## config.mk

```make
export PLATFORM = sky130hd
export DESIGN_NAME = tpc_timer
export DESIGN_NICKNAME = d
export VERILOG_FILES = /design/src/logic/tpc_pkg.sv /design/src/logic/tpc_timer.sv /design/src/logic/tpc_channel.sv
export SDC_FILE = /design/constraint.sdc
export NUM_CORES = 1
export LEC_CHECK = 0
export BUFFER_PORTS_ARGS = -buffer_cell sky130_fd_sc_hd__buf_2
export CAP_MARGIN = 20
export CORE_ASPECT_RATIO = 0.9
export CORE_UTILIZATION = 45
export DETAILED_ROUTE_END_ITERATION = 7
export PLACE_DENSITY = 0.62
export SYNTH_ARGS = -nofsm -noshare
export SYNTH_HDL_FRONTEND = slang
export SYNTH_HIERARCHICAL = 1
export SYNTH_SLANG_ARGS = --single-unit
```

## constraint.sdc

```tcl
create_clock -name clk_i -period 6.3 [get_ports clk_i]
set_input_delay 0.315 -clock clk_i [delete_from_list [all_inputs] [get_ports clk_i]]
set_output_delay 0.315 -clock clk_i [all_outputs]
set_load 0.02 [all_outputs]
```

## src/logic/tpc_pkg.sv

```systemverilog
package tpc_pkg;
    // ------------------------------------------------------------------
    // clock source codes
    // ------------------------------------------------------------------
    localparam logic [1:0] CLK_OFF   = 2'h0;
    localparam logic [1:0] CLK_BUS   = 2'h1;
    localparam logic [1:0] CLK_FIXED = 2'h2;
    localparam logic [1:0] CLK_EXT   = 2'h3;

    // ------------------------------------------------------------------
    // values and reset defaults
    // ------------------------------------------------------------------
    localparam logic [15:0] CNT_MAX     = 16'hffff;
    localparam logic [15:0] CNT_ZERO    = 16'h0000;
    localparam logic [15:0] MOD_RST     = 16'h0000;
    localparam logic [15:0] VAL_RST     = 16'h0000;
    localparam int          SIGN_BIT    = 15;
    localparam int          NUM_CH_DEF  = 2;

    // channel modes from mode_sel b:a and edge_level b:a
    typedef enum logic [1:0] {
        TPC_CH_CAPT = 2'h0,
        TPC_CH_OC   = 2'h1,
        TPC_CH_EPWM = 2'h3,
        TPC_CH_CENTER_ALIGNED_PWM = 2'h2
    } tpc_chmode_t;
endpackage

```

## src/logic/tpc_timer.sv

```systemverilog
`timescale 1ns/100ps
// Behaviour
// - edge pwm on up counter beside other modes
// - edge period modulus plus one, width to match
// - edge polarity: overflow sets, match clears, invertible
// - zero value gives zero duty edge pwm
// - value above modulus gives full duty
// - value buffered, loads at modulus step
// - center width twice value, period twice modulus
// - center counter up to modulus, down to zero
// - center zero or negative value gives zero duty
// - center match up low, down high
// - center select makes every channel with an edge bit set center pwm
// - center modulus and value writes are buffered
// - center overflow raised at end of modulus count
// - control writes discard pending byte writes
// - every system reset resets the block
// - reset clears counter, modulus, channel values, flags and pins
// - channel flag set on capture edge or match
// - overflow flag on terminal count, its interrupt gated by enable
// - channel flag has own interrupt enable
// - interrupt outputs active high
// - set wins over flag clear
// - clock code zero stops counter, keeps contents
// - up counter wraps at modulus or max
module tpc_timer #(
    parameter int NUM_CH = tpc_pkg::NUM_CH_DEF
) (
    input  wire logic              clk_i,
    input  wire logic              rst_b_i,
    input  wire logic [1:0]        clock_source_select_i,
    input  wire logic              fixed_clk_en_i,
    input  wire logic              ext_clk_i,
    input  wire logic              center_align_select_i,
    input  wire logic              overflow_irq_enable_i,
    input  wire logic              tsc_write_i,
    input  wire logic              mod_lo_wr_i,
    input  wire logic              mod_hi_wr_i,
    input  wire logic              cnt_write_i,
    input  wire logic [7:0]        wr_data_i,
    input  wire logic              overflow_clear_i,
    input  wire logic [NUM_CH-1:0] channel_mode_sel_a_i,
    input  wire logic [NUM_CH-1:0] channel_mode_sel_b_i,
    input  wire logic [NUM_CH-1:0] edge_level_sel_a_i,
    input  wire logic [NUM_CH-1:0] edge_level_sel_b_i,
    input  wire logic [NUM_CH-1:0] channel_irq_enable_i,
    input  wire logic [NUM_CH-1:0] csc_write_i,
    input  wire logic [NUM_CH-1:0] val_lo_wr_i,
    input  wire logic [NUM_CH-1:0] val_hi_wr_i,
    input  wire logic [NUM_CH-1:0] flag_clear_i,
    input  wire logic [NUM_CH-1:0] capture_pin_i,
    output logic      [15:0]       counter_value_o,
    output logic      [15:0]       modulus_value_o,
    output logic                   overflow_flag_o,
    output logic                   overflow_irq_o,
    output logic      [NUM_CH-1:0] channel_event_flag_o,
    output logic      [NUM_CH-1:0] channel_irq_o,
    output logic      [NUM_CH-1:0] pin_o,
    output logic      [NUM_CH-1:0] pin_oe_o,
    output logic      [NUM_CH*16-1:0] channel_value_o
);
    // ------------------------------------------------------------------
    // state
    // ------------------------------------------------------------------
    typedef struct packed {
        logic [15:0] cnt;
        logic [15:0] modv;
        logic [15:0] mod_buf;
        logic        mgot_lo;
        logic        mgot_hi;
        logic        mpend;
        logic        down;
        logic        overflow_flag;
        logic        ext_s1;
        logic        ext_s2;
        logic        ext_prev;
    } tpc_tmr_st_t;

    tpc_tmr_st_t s_q;
    tpc_tmr_st_t s_d;

    logic        tick;
    logic        clk_off;
    logic        ovf;
    logic        load_point;
    logic [15:0] term;

    // refused at elaboration: the channel vector widths assume 1..8
    if (NUM_CH < 1 || NUM_CH > 8) begin : g_bad_num_ch
        $error("tpc_timer: NUM_CH must be 1..8");
    end

    // terminal count: modulus, or max when modulus is zero
    function automatic logic [15:0] term_of(input logic [15:0] m);
        term_of = (m == tpc_pkg::MOD_RST) ? tpc_pkg::CNT_MAX : m;
    endfunction

    // ------------------------------------------------------------------
    // counter clock selection
    // ------------------------------------------------------------------
    assign clk_off = clock_source_select_i == tpc_pkg::CLK_OFF;
    always_comb begin
        case (clock_source_select_i)
            tpc_pkg::CLK_BUS:   tick = 1'b1;
            tpc_pkg::CLK_FIXED: tick = fixed_clk_en_i;
            // external clock sampled after two flops, rising edge counts
            tpc_pkg::CLK_EXT:   tick = s_q.ext_s2 & !s_q.ext_prev;
            default:            tick = 1'b0;
        endcase
    end

    assign term = term_of(s_q.modv);
    // edge mode wraps at terminal; center mode turns at modulus
    assign ovf  = tick & (center_align_select_i ?
                  (!s_q.down & s_q.cnt == s_q.modv)
                  : (s_q.cnt == term));
    // load when counter steps to terminal (modulus minus one to modulus)
    assign load_point = tick & (s_q.cnt == term - 16'h0001) &
                        !s_q.down;

    // ------------------------------------------------------------------
    // counter and modulus buffer
    // ------------------------------------------------------------------
    always_comb begin
        s_d          = s_q;
        s_d.ext_s1   = ext_clk_i;
        s_d.ext_s2   = s_q.ext_s1;
        s_d.ext_prev = s_q.ext_s2;
        if (tsc_write_i) begin
            s_d.mgot_lo = 1'b0;
            s_d.mgot_hi = 1'b0;
            s_d.mpend   = 1'b0;
        end else begin
            if (mod_lo_wr_i) begin
                s_d.mod_buf[7:0] = wr_data_i;
                s_d.mgot_lo      = 1'b1;
            end
            if (mod_hi_wr_i) begin
                s_d.mod_buf[15:8] = wr_data_i;
                s_d.mgot_hi       = 1'b1;
            end
            if (s_d.mgot_lo & s_d.mgot_hi) begin
                s_d.mgot_lo = 1'b0;
                s_d.mgot_hi = 1'b0;
                s_d.mpend   = 1'b1;
            end
        end
        if (s_q.mpend & (clk_off | load_point)) begin
            s_d.modv  = s_q.mod_buf;
            s_d.mpend = 1'b0;
        end
        if (cnt_write_i) begin
            s_d.cnt  = tpc_pkg::CNT_ZERO;
            s_d.down = 1'b0;
        end else if (tick) begin
            if (center_align_select_i) begin
                if (!s_q.down) begin
                    if (s_q.cnt == s_q.modv) begin
                        s_d.down = 1'b1;
                        s_d.cnt  = s_q.cnt - 16'h0001;
                    end else begin
                        s_d.cnt = s_q.cnt + 16'h0001;
                    end
                end else if (s_q.cnt == tpc_pkg::CNT_ZERO) begin
                    s_d.down = 1'b0;
                    s_d.cnt  = s_q.cnt + 16'h0001;
                end else begin
                    s_d.cnt = s_q.cnt - 16'h0001;
                end
            end else begin
                s_d.down = 1'b0;
                s_d.cnt  = (s_q.cnt == term) ? tpc_pkg::CNT_ZERO
                                             : s_q.cnt + 16'h0001;
            end
        end
        if (overflow_clear_i) begin
            s_d.overflow_flag = 1'b0;
        end
        if (ovf) begin
            s_d.overflow_flag = 1'b1;
        end
    end

    always_ff @(posedge clk_i or negedge rst_b_i) begin
        if (!rst_b_i) begin
            s_q <= '0;
        end else begin
            s_q <= s_d;
        end
    end

    // ------------------------------------------------------------------
    // channels
    // ------------------------------------------------------------------
    // value above modulus never matches, so the pin holds full duty, except in center mode with bit 15 set, which gives zero duty
    for (genvar i = 0; i < NUM_CH; i++) begin : g_ch
        tpc_channel u_ch (
            .clk_i                 (clk_i),
            .rst_b_i               (rst_b_i),
            .center_align_select_i (center_align_select_i),
            .channel_mode_sel_a_i  (channel_mode_sel_a_i[i]),
            .channel_mode_sel_b_i  (channel_mode_sel_b_i[i]),
            .edge_level_sel_a_i    (edge_level_sel_a_i[i]),
            .edge_level_sel_b_i    (edge_level_sel_b_i[i]),
            .channel_irq_enable_i  (channel_irq_enable_i[i]),
            .csc_write_i           (csc_write_i[i]),
            .val_lo_wr_i           (val_lo_wr_i[i]),
            .val_hi_wr_i           (val_hi_wr_i[i]),
            .wr_data_i             (wr_data_i),
            .flag_clear_i          (flag_clear_i[i]),
            .capture_pin_i         (capture_pin_i[i]),
            .clk_off_i             (clk_off),
            .tick_i                (tick),
            .load_point_i          (load_point),
            .overflow_i            (ovf),
            .count_up_i            (!s_q.down),
            .counter_i             (s_q.cnt),
            .channel_value_o       (channel_value_o[i*16 +: 16]),
            .channel_event_flag_o  (channel_event_flag_o[i]),
            .channel_irq_o         (channel_irq_o[i]),
            .pin_o                 (pin_o[i]),
            .pin_oe_o              (pin_oe_o[i])
        );
    end

    assign counter_value_o = s_q.cnt;
    assign modulus_value_o = s_q.modv;
    assign overflow_flag_o = s_q.overflow_flag;
    assign overflow_irq_o  = s_q.overflow_flag & overflow_irq_enable_i;
endmodule // tpc_timer

```

## src/logic/tpc_channel.sv

```systemverilog
`timescale 1ns/100ps
// one channel: value buffer, compare, pin, flag
module tpc_channel (
    input  wire logic        clk_i,
    input  wire logic        rst_b_i,
    input  wire logic        center_align_select_i,
    input  wire logic        channel_mode_sel_a_i,
    input  wire logic        channel_mode_sel_b_i,
    input  wire logic        edge_level_sel_a_i,
    input  wire logic        edge_level_sel_b_i,
    input  wire logic        channel_irq_enable_i,
    input  wire logic        csc_write_i,
    input  wire logic        val_lo_wr_i,
    input  wire logic        val_hi_wr_i,
    input  wire logic [7:0]  wr_data_i,
    input  wire logic        flag_clear_i,
    input  wire logic        capture_pin_i,
    input  wire logic        clk_off_i,
    input  wire logic        tick_i,
    input  wire logic        load_point_i,
    input  wire logic        overflow_i,
    input  wire logic        count_up_i,
    input  wire logic [15:0] counter_i,
    output logic      [15:0] channel_value_o,
    output logic             channel_event_flag_o,
    output logic             channel_irq_o,
    output logic             pin_o,
    output logic             pin_oe_o
);
    typedef struct packed {
        logic [15:0] val;
        logic [15:0] buf_v;
        logic        got_lo;
        logic        got_hi;
        logic        pend;
        logic        flag;
        logic        pin;
        logic        cap_s1;
        logic        cap_s2;
        logic        cap_prev;
    } tpc_ch_st_t;

    tpc_ch_st_t s_q;
    tpc_ch_st_t s_d;

    logic        match;
    logic        arrive;
    logic        bottom;
    logic        pwm_any;
    logic        oc_mode;
    logic        cap_mode;
    logic        edge_hit;
    logic        center_aligned_pwm_off;

    // center mode forces every enabled channel to center pwm
    assign pwm_any  = center_align_select_i &
                      (edge_level_sel_a_i | edge_level_sel_b_i);
    assign oc_mode  = !center_align_select_i & !channel_mode_sel_b_i &
                      channel_mode_sel_a_i;
    assign cap_mode = !center_align_select_i & !channel_mode_sel_b_i &
                      !channel_mode_sel_a_i;
    assign match    = tick_i & (counter_i == s_q.val);
    // edge pulse ends as the count arrives at the value, not as it leaves
    assign arrive   = tick_i & !overflow_i &
                      (counter_i == s_q.val - 16'h0001);
    assign bottom   = tick_i & !count_up_i &
                      (counter_i == tpc_pkg::CNT_ZERO);
    assign center_aligned_pwm_off = (s_q.val == tpc_pkg::VAL_RST) |
                      s_q.val[tpc_pkg::SIGN_BIT];
    assign edge_hit = cap_mode & (s_q.cap_s2 != s_q.cap_prev) &
                      ((edge_level_sel_a_i & s_q.cap_s2) |
                       (edge_level_sel_b_i & !s_q.cap_s2));

    always_comb begin
        s_d          = s_q;
        s_d.cap_s1   = capture_pin_i;
        s_d.cap_s2   = s_q.cap_s1;
        s_d.cap_prev = s_q.cap_s2;
        if (csc_write_i) begin
            s_d.got_lo = 1'b0;
            s_d.got_hi = 1'b0;
            s_d.pend   = 1'b0;
        end else begin
            if (val_lo_wr_i) begin
                s_d.buf_v[7:0] = wr_data_i;
                s_d.got_lo     = 1'b1;
            end
            if (val_hi_wr_i) begin
                s_d.buf_v[15:8] = wr_data_i;
                s_d.got_hi      = 1'b1;
            end
            if (s_d.got_lo & s_d.got_hi) begin
                s_d.got_lo = 1'b0;
                s_d.got_hi = 1'b0;
                s_d.pend   = 1'b1;
            end
        end
        // stopped clock: load at once; running: wait for load point
        if (s_q.pend & (clk_off_i | load_point_i)) begin
            s_d.val  = s_q.buf_v;
            s_d.pend = 1'b0;
        end
        if (edge_hit) begin
            s_d.val = counter_i;
        end
        if (center_align_select_i) begin
            if (pwm_any) begin
                if (center_aligned_pwm_off) begin
                    s_d.pin = edge_level_sel_a_i;
                end else if (match) begin
                    // a match at the top turn is full width
                    s_d.pin = (count_up_i & !overflow_i) ?
                              edge_level_sel_a_i : !edge_level_sel_a_i;
                end else if (bottom) begin
                    // value above modulus never matches: active from center
                    s_d.pin = !edge_level_sel_a_i;
                end
            end
        end else if (channel_mode_sel_b_i) begin
            if (overflow_i) begin
                s_d.pin = !edge_level_sel_a_i;
            end
            if (arrive) begin
                s_d.pin = edge_level_sel_a_i;
            end
            // zero value: pin held inactive every cycle, overriding the overflow set
            if (s_q.val == tpc_pkg::VAL_RST) begin
                s_d.pin = edge_level_sel_a_i;
            end
        end else if (oc_mode & match) begin
            case ({edge_level_sel_b_i, edge_level_sel_a_i})
                2'h1:    s_d.pin = !s_q.pin;
                2'h2:    s_d.pin = 1'b0;
                2'h3:    s_d.pin = 1'b1;
                default: s_d.pin = s_q.pin;
            endcase
        end
        // set wins over clear
        if (flag_clear_i) begin
            s_d.flag = 1'b0;
        end
        if (edge_hit | (match & !cap_mode)) begin
            s_d.flag = 1'b1;
        end
    end

    always_ff @(posedge clk_i or negedge rst_b_i) begin
        if (!rst_b_i) begin
            s_q <= '0;
        end else begin
            s_q <= s_d;
        end
    end

    assign channel_value_o      = s_q.val;
    assign channel_event_flag_o = s_q.flag;
    assign channel_irq_o        = s_q.flag & channel_irq_enable_i;
    assign pin_o                = s_q.pin;
    // pins stay released in capture mode and with edge bits and channel_mode_sel_b_i clear
    assign pin_oe_o = !cap_mode &
                      (edge_level_sel_a_i | edge_level_sel_b_i |
                       channel_mode_sel_b_i);
endmodule // tpc_channel

```

# After elaboration in Yosys (flattened, before gate mapping)

Cells that the tools add are included.
W data, S select, Z words.

Register bits after elaboration: 136
Bits of input ports: 41
Output and inout bits: 74
Logic and storage cells: 237

Add/sub/neg operators: 5
Eq/ne operators: 24
Mux-type cells: 71
Bitwise logic cells: 58
Reduce and logical (&&, ||, !) cells: 45

Operators by type and width:

| cell                    | number |
|---|---|
| $mux W16                | 12 |
| $eq A16 B16 Y1          | 7 |
| $logic_not A16 Y1       | 4 |
| $sub A16 B1 Y16 const B | 4 |
| $mux W9                 | 6 |
| $and A1 B1 Y1           | 44 |
| $mux W1                 | 44 |
| $mux W3                 | 6 |
| $reduce_bool A2 Y1      | 9 |
| $add A16 B1 Y16 const B | 1 |
| $logic_not A1 Y1        | 16 |
| $reduce_bool A3 Y1      | 5 |
| $eq A2 B2 Y1 const B    | 6 |
| $reduce_and A2 Y1       | 6 |
| $or A1 B1 Y1            | 11 |
| $ne A5 B2 Y1 const B    | 2 |
| $reduce_and A5 Y1       | 2 |
| $reduce_bool A5 Y1      | 2 |
| $pmux W1 S3             | 3 |
| $ne A4 B1 Y1 const B    | 2 |
| $eq A2 B1 Y1 const B    | 3 |
| $ne A2 B1 Y1 const B    | 2 |
| $not A1 Y1              | 3 |
| $logic_not A2 Y1        | 1 |
| $ne A1 B1 Y1            | 2 |

# Depth between registers and ports, before layout

Word-level depth: 12
Depth in mapped cells: 18
Mapped depth without buffers: 15

# Cells and area by module

Netlist, hierarchy kept.

Modules (own cells, without submodules):

| module      | times used | cells each | area an instance (um2) | seq. area each (um2) |
|---|---|---|---|---|
| tpc_channel | 2          | 290        | 2756.4                 | 1001.0 |
| tpc_timer   | 1          | 553        | 4704.5                 | 1401.3 |

# Worst setup path before layout

OpenSTA, ideal clock, no wires.

Path kind: flip-flop to flip-flop
Start point: reg s_q (netlist bit modulus_value_o[1])
End point: reg g_ch[0].u_ch.s_q (netlist bit g_ch[0].u_ch/channel_value_o[4])
Setup time: 0.136 ns
Arrival time: 4.432 ns
Data required time: 6.164 ns
Slack: 1.732 ns
Stages on the path, launching flop included: 19
Path buffers: 4
Clock period less this slack: 4.568 ns
Cells stage by stage: dfrtp_1 > buf_2 > or4_1 > buf_2 > nor2_1 > nor2_1 > ha_1 > or4b_2 > inv_1 > o311a_1 > a311o_1 > or3_1 > nand4_1 > nor4_1 > o21ai_0 > buf_1 > clkbuf_1 > mux2i_1 > o21ai_0

Longest elaborated chain between the ends: 9

Ends and longest elaborated chain:

| item                                  | line               | RTL |
|---|---|---|
| from (decl)                           | tpc_timer.sv:79    | `tpc_tmr_st_t s_q;` |
| from (signal assigned)                | tpc_timer.sv:186   | `s_q <= '0;` |
| from (signal assigned)                | tpc_timer.sv:188   | `s_q <= s_d;` |
| $logic_not A16 Y1                     | tpc_timer.sv:95    | `term_of = (m == tpc_pkg::MOD_RST) ? tpc_pkg::CNT_MAX : m;` |
| $mux W16 *                            | tpc_timer.sv:95    |  |
| $sub A16 B1 Y16 *                     | tpc_timer.sv:118   | `assign load_point = tick & (s_q.cnt == term - 16'h0001) &` |
| $eq A16 B16 Y1 *                      | tpc_timer.sv:118   |  |
| $and A1 B1 Y1 * (2 in a row)          | tpc_timer.sv:118   |  |
| via load_point                        | tpc_timer.sv:85    | `logic load_point;` |
| $or A1 B1 Y1 *                        | tpc_channel.sv:99  | `if (s_q.pend & (clk_off_i \| load_point_i)) begin` |
| $and A1 B1 Y1 *                       | tpc_channel.sv:99  |  |
| $reduce_bool A2 Y1 (no source line) * | -                  |  |
| to (signal assigned)                  | tpc_channel.sv:149 | `s_q <= '0;` |
| to (signal assigned)                  | tpc_channel.sv:151 | `s_q <= s_d;` |
| to (decl)                             | tpc_channel.sv:43  | `tpc_ch_st_t s_q;` |

The timed path passes the listed nets; every way through them passes the cells marked *.
A chain may end at the register's enable or synchronous reset.

# Worst setup path in the final report

Start point: reg s_q (netlist bit modulus_value_o[0])
End point: reg g_ch[1].u_ch.s_q (netlist bit g_ch[1].u_ch/channel_value_o[12])

Longest elaborated chain between the ends: 9

Ends and longest elaborated chain:

| item                                  | line |
|---|---|
| $logic_not A16 Y1                     | tpc_timer.sv:95 |
| $mux W16 *                            | tpc_timer.sv:95 |
| $sub A16 B1 Y16 *                     | tpc_timer.sv:118 |
| $eq A16 B16 Y1 *                      | tpc_timer.sv:118 |
| $and A1 B1 Y1 * (2 in a row)          | tpc_timer.sv:118 |
| via load_point                        | tpc_timer.sv:85 |
| $or A1 B1 Y1 *                        | tpc_channel.sv:99 |
| $and A1 B1 Y1 *                       | tpc_channel.sv:99 |
| $reduce_bool A2 Y1 (no source line) * | - |
| to (signal assigned)                  | tpc_channel.sv:149 |
| to (signal assigned)                  | tpc_channel.sv:151 |
| to (decl)                             | tpc_channel.sv:43 |

Marked as above.

==> run summary <==
status -> complete, no violations
syn_nets -> 1180
count of pins over their slew limit -> 0
share of layout cells above drive strength 1 -> 23.5%
largest net degree at the start of global routing -> 72
Power Total -> 3.36 mW
final WL -> 31100 um
top cell type's share of synthesized area -> 33.3%
Syn. warnings -> 6
Synth area leader -> dfrtp_1
Leakage Power -> 4.78 nW
Reg2Reg Depth -> 17
Post-CTS Resized -> 0
Avg WL per Cell -> 21.5 um
Worst path max stage delay -> 0.65 ns
vias -> 9067
HPWL reported at the end of detailed placement -> 21100 um
Core Area -> 22000 sq um
Rel. slew slack -> 27.6%
hold bufs inserted after CTS -> 4
cells along the critical path -> nor4_2 > nand4_1 > nor2_1 > buf_4 > nor2_1 > ha_1 > or4b_2 > inv_1 > a211oi_1 > xnor2_1 > nor4b_1 > nand4b_1 > nor4_1 > o21ai_2 > buf_4 > mux2i_1 > o21ai_0
Data arrival, critical path -> 5.30 ns
MaxCap Viol Count -> 0
post-synthesis mux area share -> 9.21%
slowest CP cell -> nor4_2
RD Place Congestion -> 0.933
CTS max path bufs -> 2
clk slew on worst S/H paths -> 0.07 ns
Worst setup SP type -> flip-flop
DRC -> 0
dpl cells -> 1409
crit path time final -> 5.05 ns
TritonCTS clock tree -> built
first-pass GRT wire length -> 49000 um
post-route ant nets -> 0
Post-synth EDFFs -> 0
hold violation total from the final report -> 0
Root Buffer -> clkbuf_16
Yosys cell types -> 84
final period utilization -> 80.1%
GRT Total Usage -> 26.9%
Vias/cell -> 6.26
cells after synthesis -> 1133
vias in the first global route -> 8392
nets -> 1191
Synth Flop Type -> dfrtp_1
ant diodes -> 0
Final Non-Filler Cells -> 1448
CP Class -> reg -> reg
asr flop ratio synth -> 100%
VDD IR max -> 0.196 mV
crit path buf inv count -> 3
die span in x -> 161 um
Worst-Margin Slew -> 1.09 ns
crit end category -> flip-flop
synthesized flop and latch total -> 136
# rows -> 51
Synth area leaders -> dfrtp_1 (33%), mux2_2 (5.3%), buf_4 (4.7%), mux2i_1 (3.9%), nand2_1 (3.7%)
RR Startpoint -> modulus_value_o[0]
initial core utilization -> 46.5%
critical path launch point -> modulus_value_o[0]
Hold Path Class -> in -> reg
HP Start -> mod_lo_wr_i
GR Overflow Total -> 0
CP required -> 6.56 ns
f_max -> 0.198 GHz
Synth Area in XOR/XNOR -> 6.17%
FILL cells -> 2071
post-synthesis sequential area ratio -> 33.3%
initial antenna violation count -> 0
Synth-to-Final Area Change -> 8.85%
initial DRC count -> 850
worst-path fanout max -> 17
final hold slack -> 0.0563 ns
Worst Hold Path Cells -> 2
setup violators final -> 0
RSZ-0062 raised after global routing -> false
power density cells -> 302 nW/um^2
CP delay by family, top -> simple AND/OR/NAND/NOR gates
Crit path depth -> 17
Post-Route Setup TNS -> 0 ns
largest family of logic cells by synthesized area -> simple AND/OR/NAND/NOR gates
worst skew pair latency -> 0.43 ns
postcts setup bufs -> 0
# clock sinks -> 136
Post-Synth Adder-Cell Area -> 0.735%
Pre-antenna DRT Iters -> 6
input/output buffers -> 114
H-Tree Level Count -> 4
Ports -> 115
CTS Buf Count -> 17
die area -> 23300 sq um
Avg Inst Size Synth -> 9.02 sq um
simple-gate share of the synthesized area -> 23.2%
Compound-Gate Fraction of Synth Area -> 17.9%
clk_skew -> 0.0139 ns
die height -> 145 um
Cell Area, Synth -> 10200 sq um
cells in the mapped netlist (19+ instances only):
master and instances:
xnor2_1 38, nand2b_1 25, nor3_1 35, buf_4 64, mux2i_1 40, o21ai_0 49, dfrtp_1 136, inv_1 29
xor2_1 34, nor2_1 67, clkbuf_1 61, nand2_1 101, a21oi_1 27, mux2_2 48, a31oi_1 19, nor4_1 34
logic make-up (layout without fill, tap and decap cells):
logic type,Yosys count,count (layout)
compound gates,240,240
buf+inv,178,202
mux,88,88
simple gates,413,413
fa+ha+maj,6,6
xor+xnor,72,72
flops,136,136
cell usage in the layout (no fill, tap or decap), types with 8 or more instances in the layout:
cell and instances:
nand3b_1 10, and2_1 14, xnor2_1 38, nor3_1 35
nand2b_1 25, a31oi_1 19, xor2_1 34, o211ai_2 10
mux2_2 48, o21ai_0 47, a211oi_1 8, o221ai_1 18
nand2_1 101, mux2i_1 40, o22ai_1 9, clkbuf_16 17
nor2_1 67, buf_4 21, inv_1 29, nor4_1 34
o211ai_1 17, and3_1 18, nand4_1 17, nor4b_1 8
nor2b_1 13, dfrtp_1 136, buf_2 113, a21oi_1 26
metal layers:
metal	routed length (um)	vias up	GRT usage, %	share of wire (%)
met3	2470	45	5.83	8.0
met2	13400	401	39.4	43
met1	14600	4469	39.6	47
li1	-	4152	-	-
met4	614	0	7.83	2.0
met5	0	-	0	0
state kept, by name, indices dropped and copies added (netlist names):
signal	cells
g_ch.u_ch/s_q	40
g_ch.u_ch/channel_value_o	32
s_q	21
counter_value_o	16
modulus_value_o	16
g_ch.u_ch/s_d	4
g_ch.u_ch/channel_event_flag_o	2
g_ch.u_ch/pin_o	2
s_d	2
overflow_flag_o	1
final cells by class:
class	count	area, sq um	area share [%]
multi-input cells	819	5850	52.6
flip-flops and latches	136	3400	30.6
repair buffers	141	817	7.35
clock buffers	17	425	3.82
well taps	291	364	3.27
clock inverters	15	153	1.37
inverters	29	109	0.979
power breakdown:
part | total (mW) | switching [mW] | internal (mW) | leakage (nW)
clock | 0.983 | 0.456 | 0.528 | 0.282
sequential | 1.27 | 0.264 | 1.01 | 1.64
combinational | 1.10 | 0.627 | 0.476 | 2.86
total | 3.36 | 1.35 | 2.01 | 4.78
worst register-to-register path: stages (launching register included):
cell,delay [ns]
dfrtp_1,0.60
nor4_2,0.65
nand4_1,0.38
nor2_1,0.17
buf_4,0.19
nor2_1,0.06
ha_1,0.25
or4b_2,0.27
inv_1,0.09
a211oi_1,0.34
xnor2_1,0.16
nor4b_1,0.33
nand4b_1,0.12
nor4_1,0.59
o21ai_2,0.11
buf_4,0.26
mux2i_1,0.21
o21ai_0,0.10
stage by stage:
step | instance area [sq um] | utilization [%] | setup WS (ns)
5_1_grt | 11100 | 50.7 | 0.880
6_report | 11100 | 50.7 | 1.25
2_1_floorplan | 10200 | - | 1.73
3_5_place_dp | 10500 | 47.6 | 1.42
3_3_place_gp | 10500 | 47.6 | 1.46
4_1_cts | 11100 | 50.4 | 1.38
path summary, 6_finish.rpt:
check                                              endpoint  slack [ns]
min in group asynchronous               counter_value_o[12]        0.44
max in group asynchronous   g_ch[0].u_ch/channel_value_o[2]        4.49
setup reg to reg           g_ch[1].u_ch/channel_value_o[12]        1.25
setup / recovery           g_ch[1].u_ch/channel_value_o[12]        1.25
hold reg to reg                         g_ch[0].u_ch/s_d[0]        0.35
hold / removal                                       s_q[6]        0.06
Note: power is estimated with default switching activity, not from simulation.
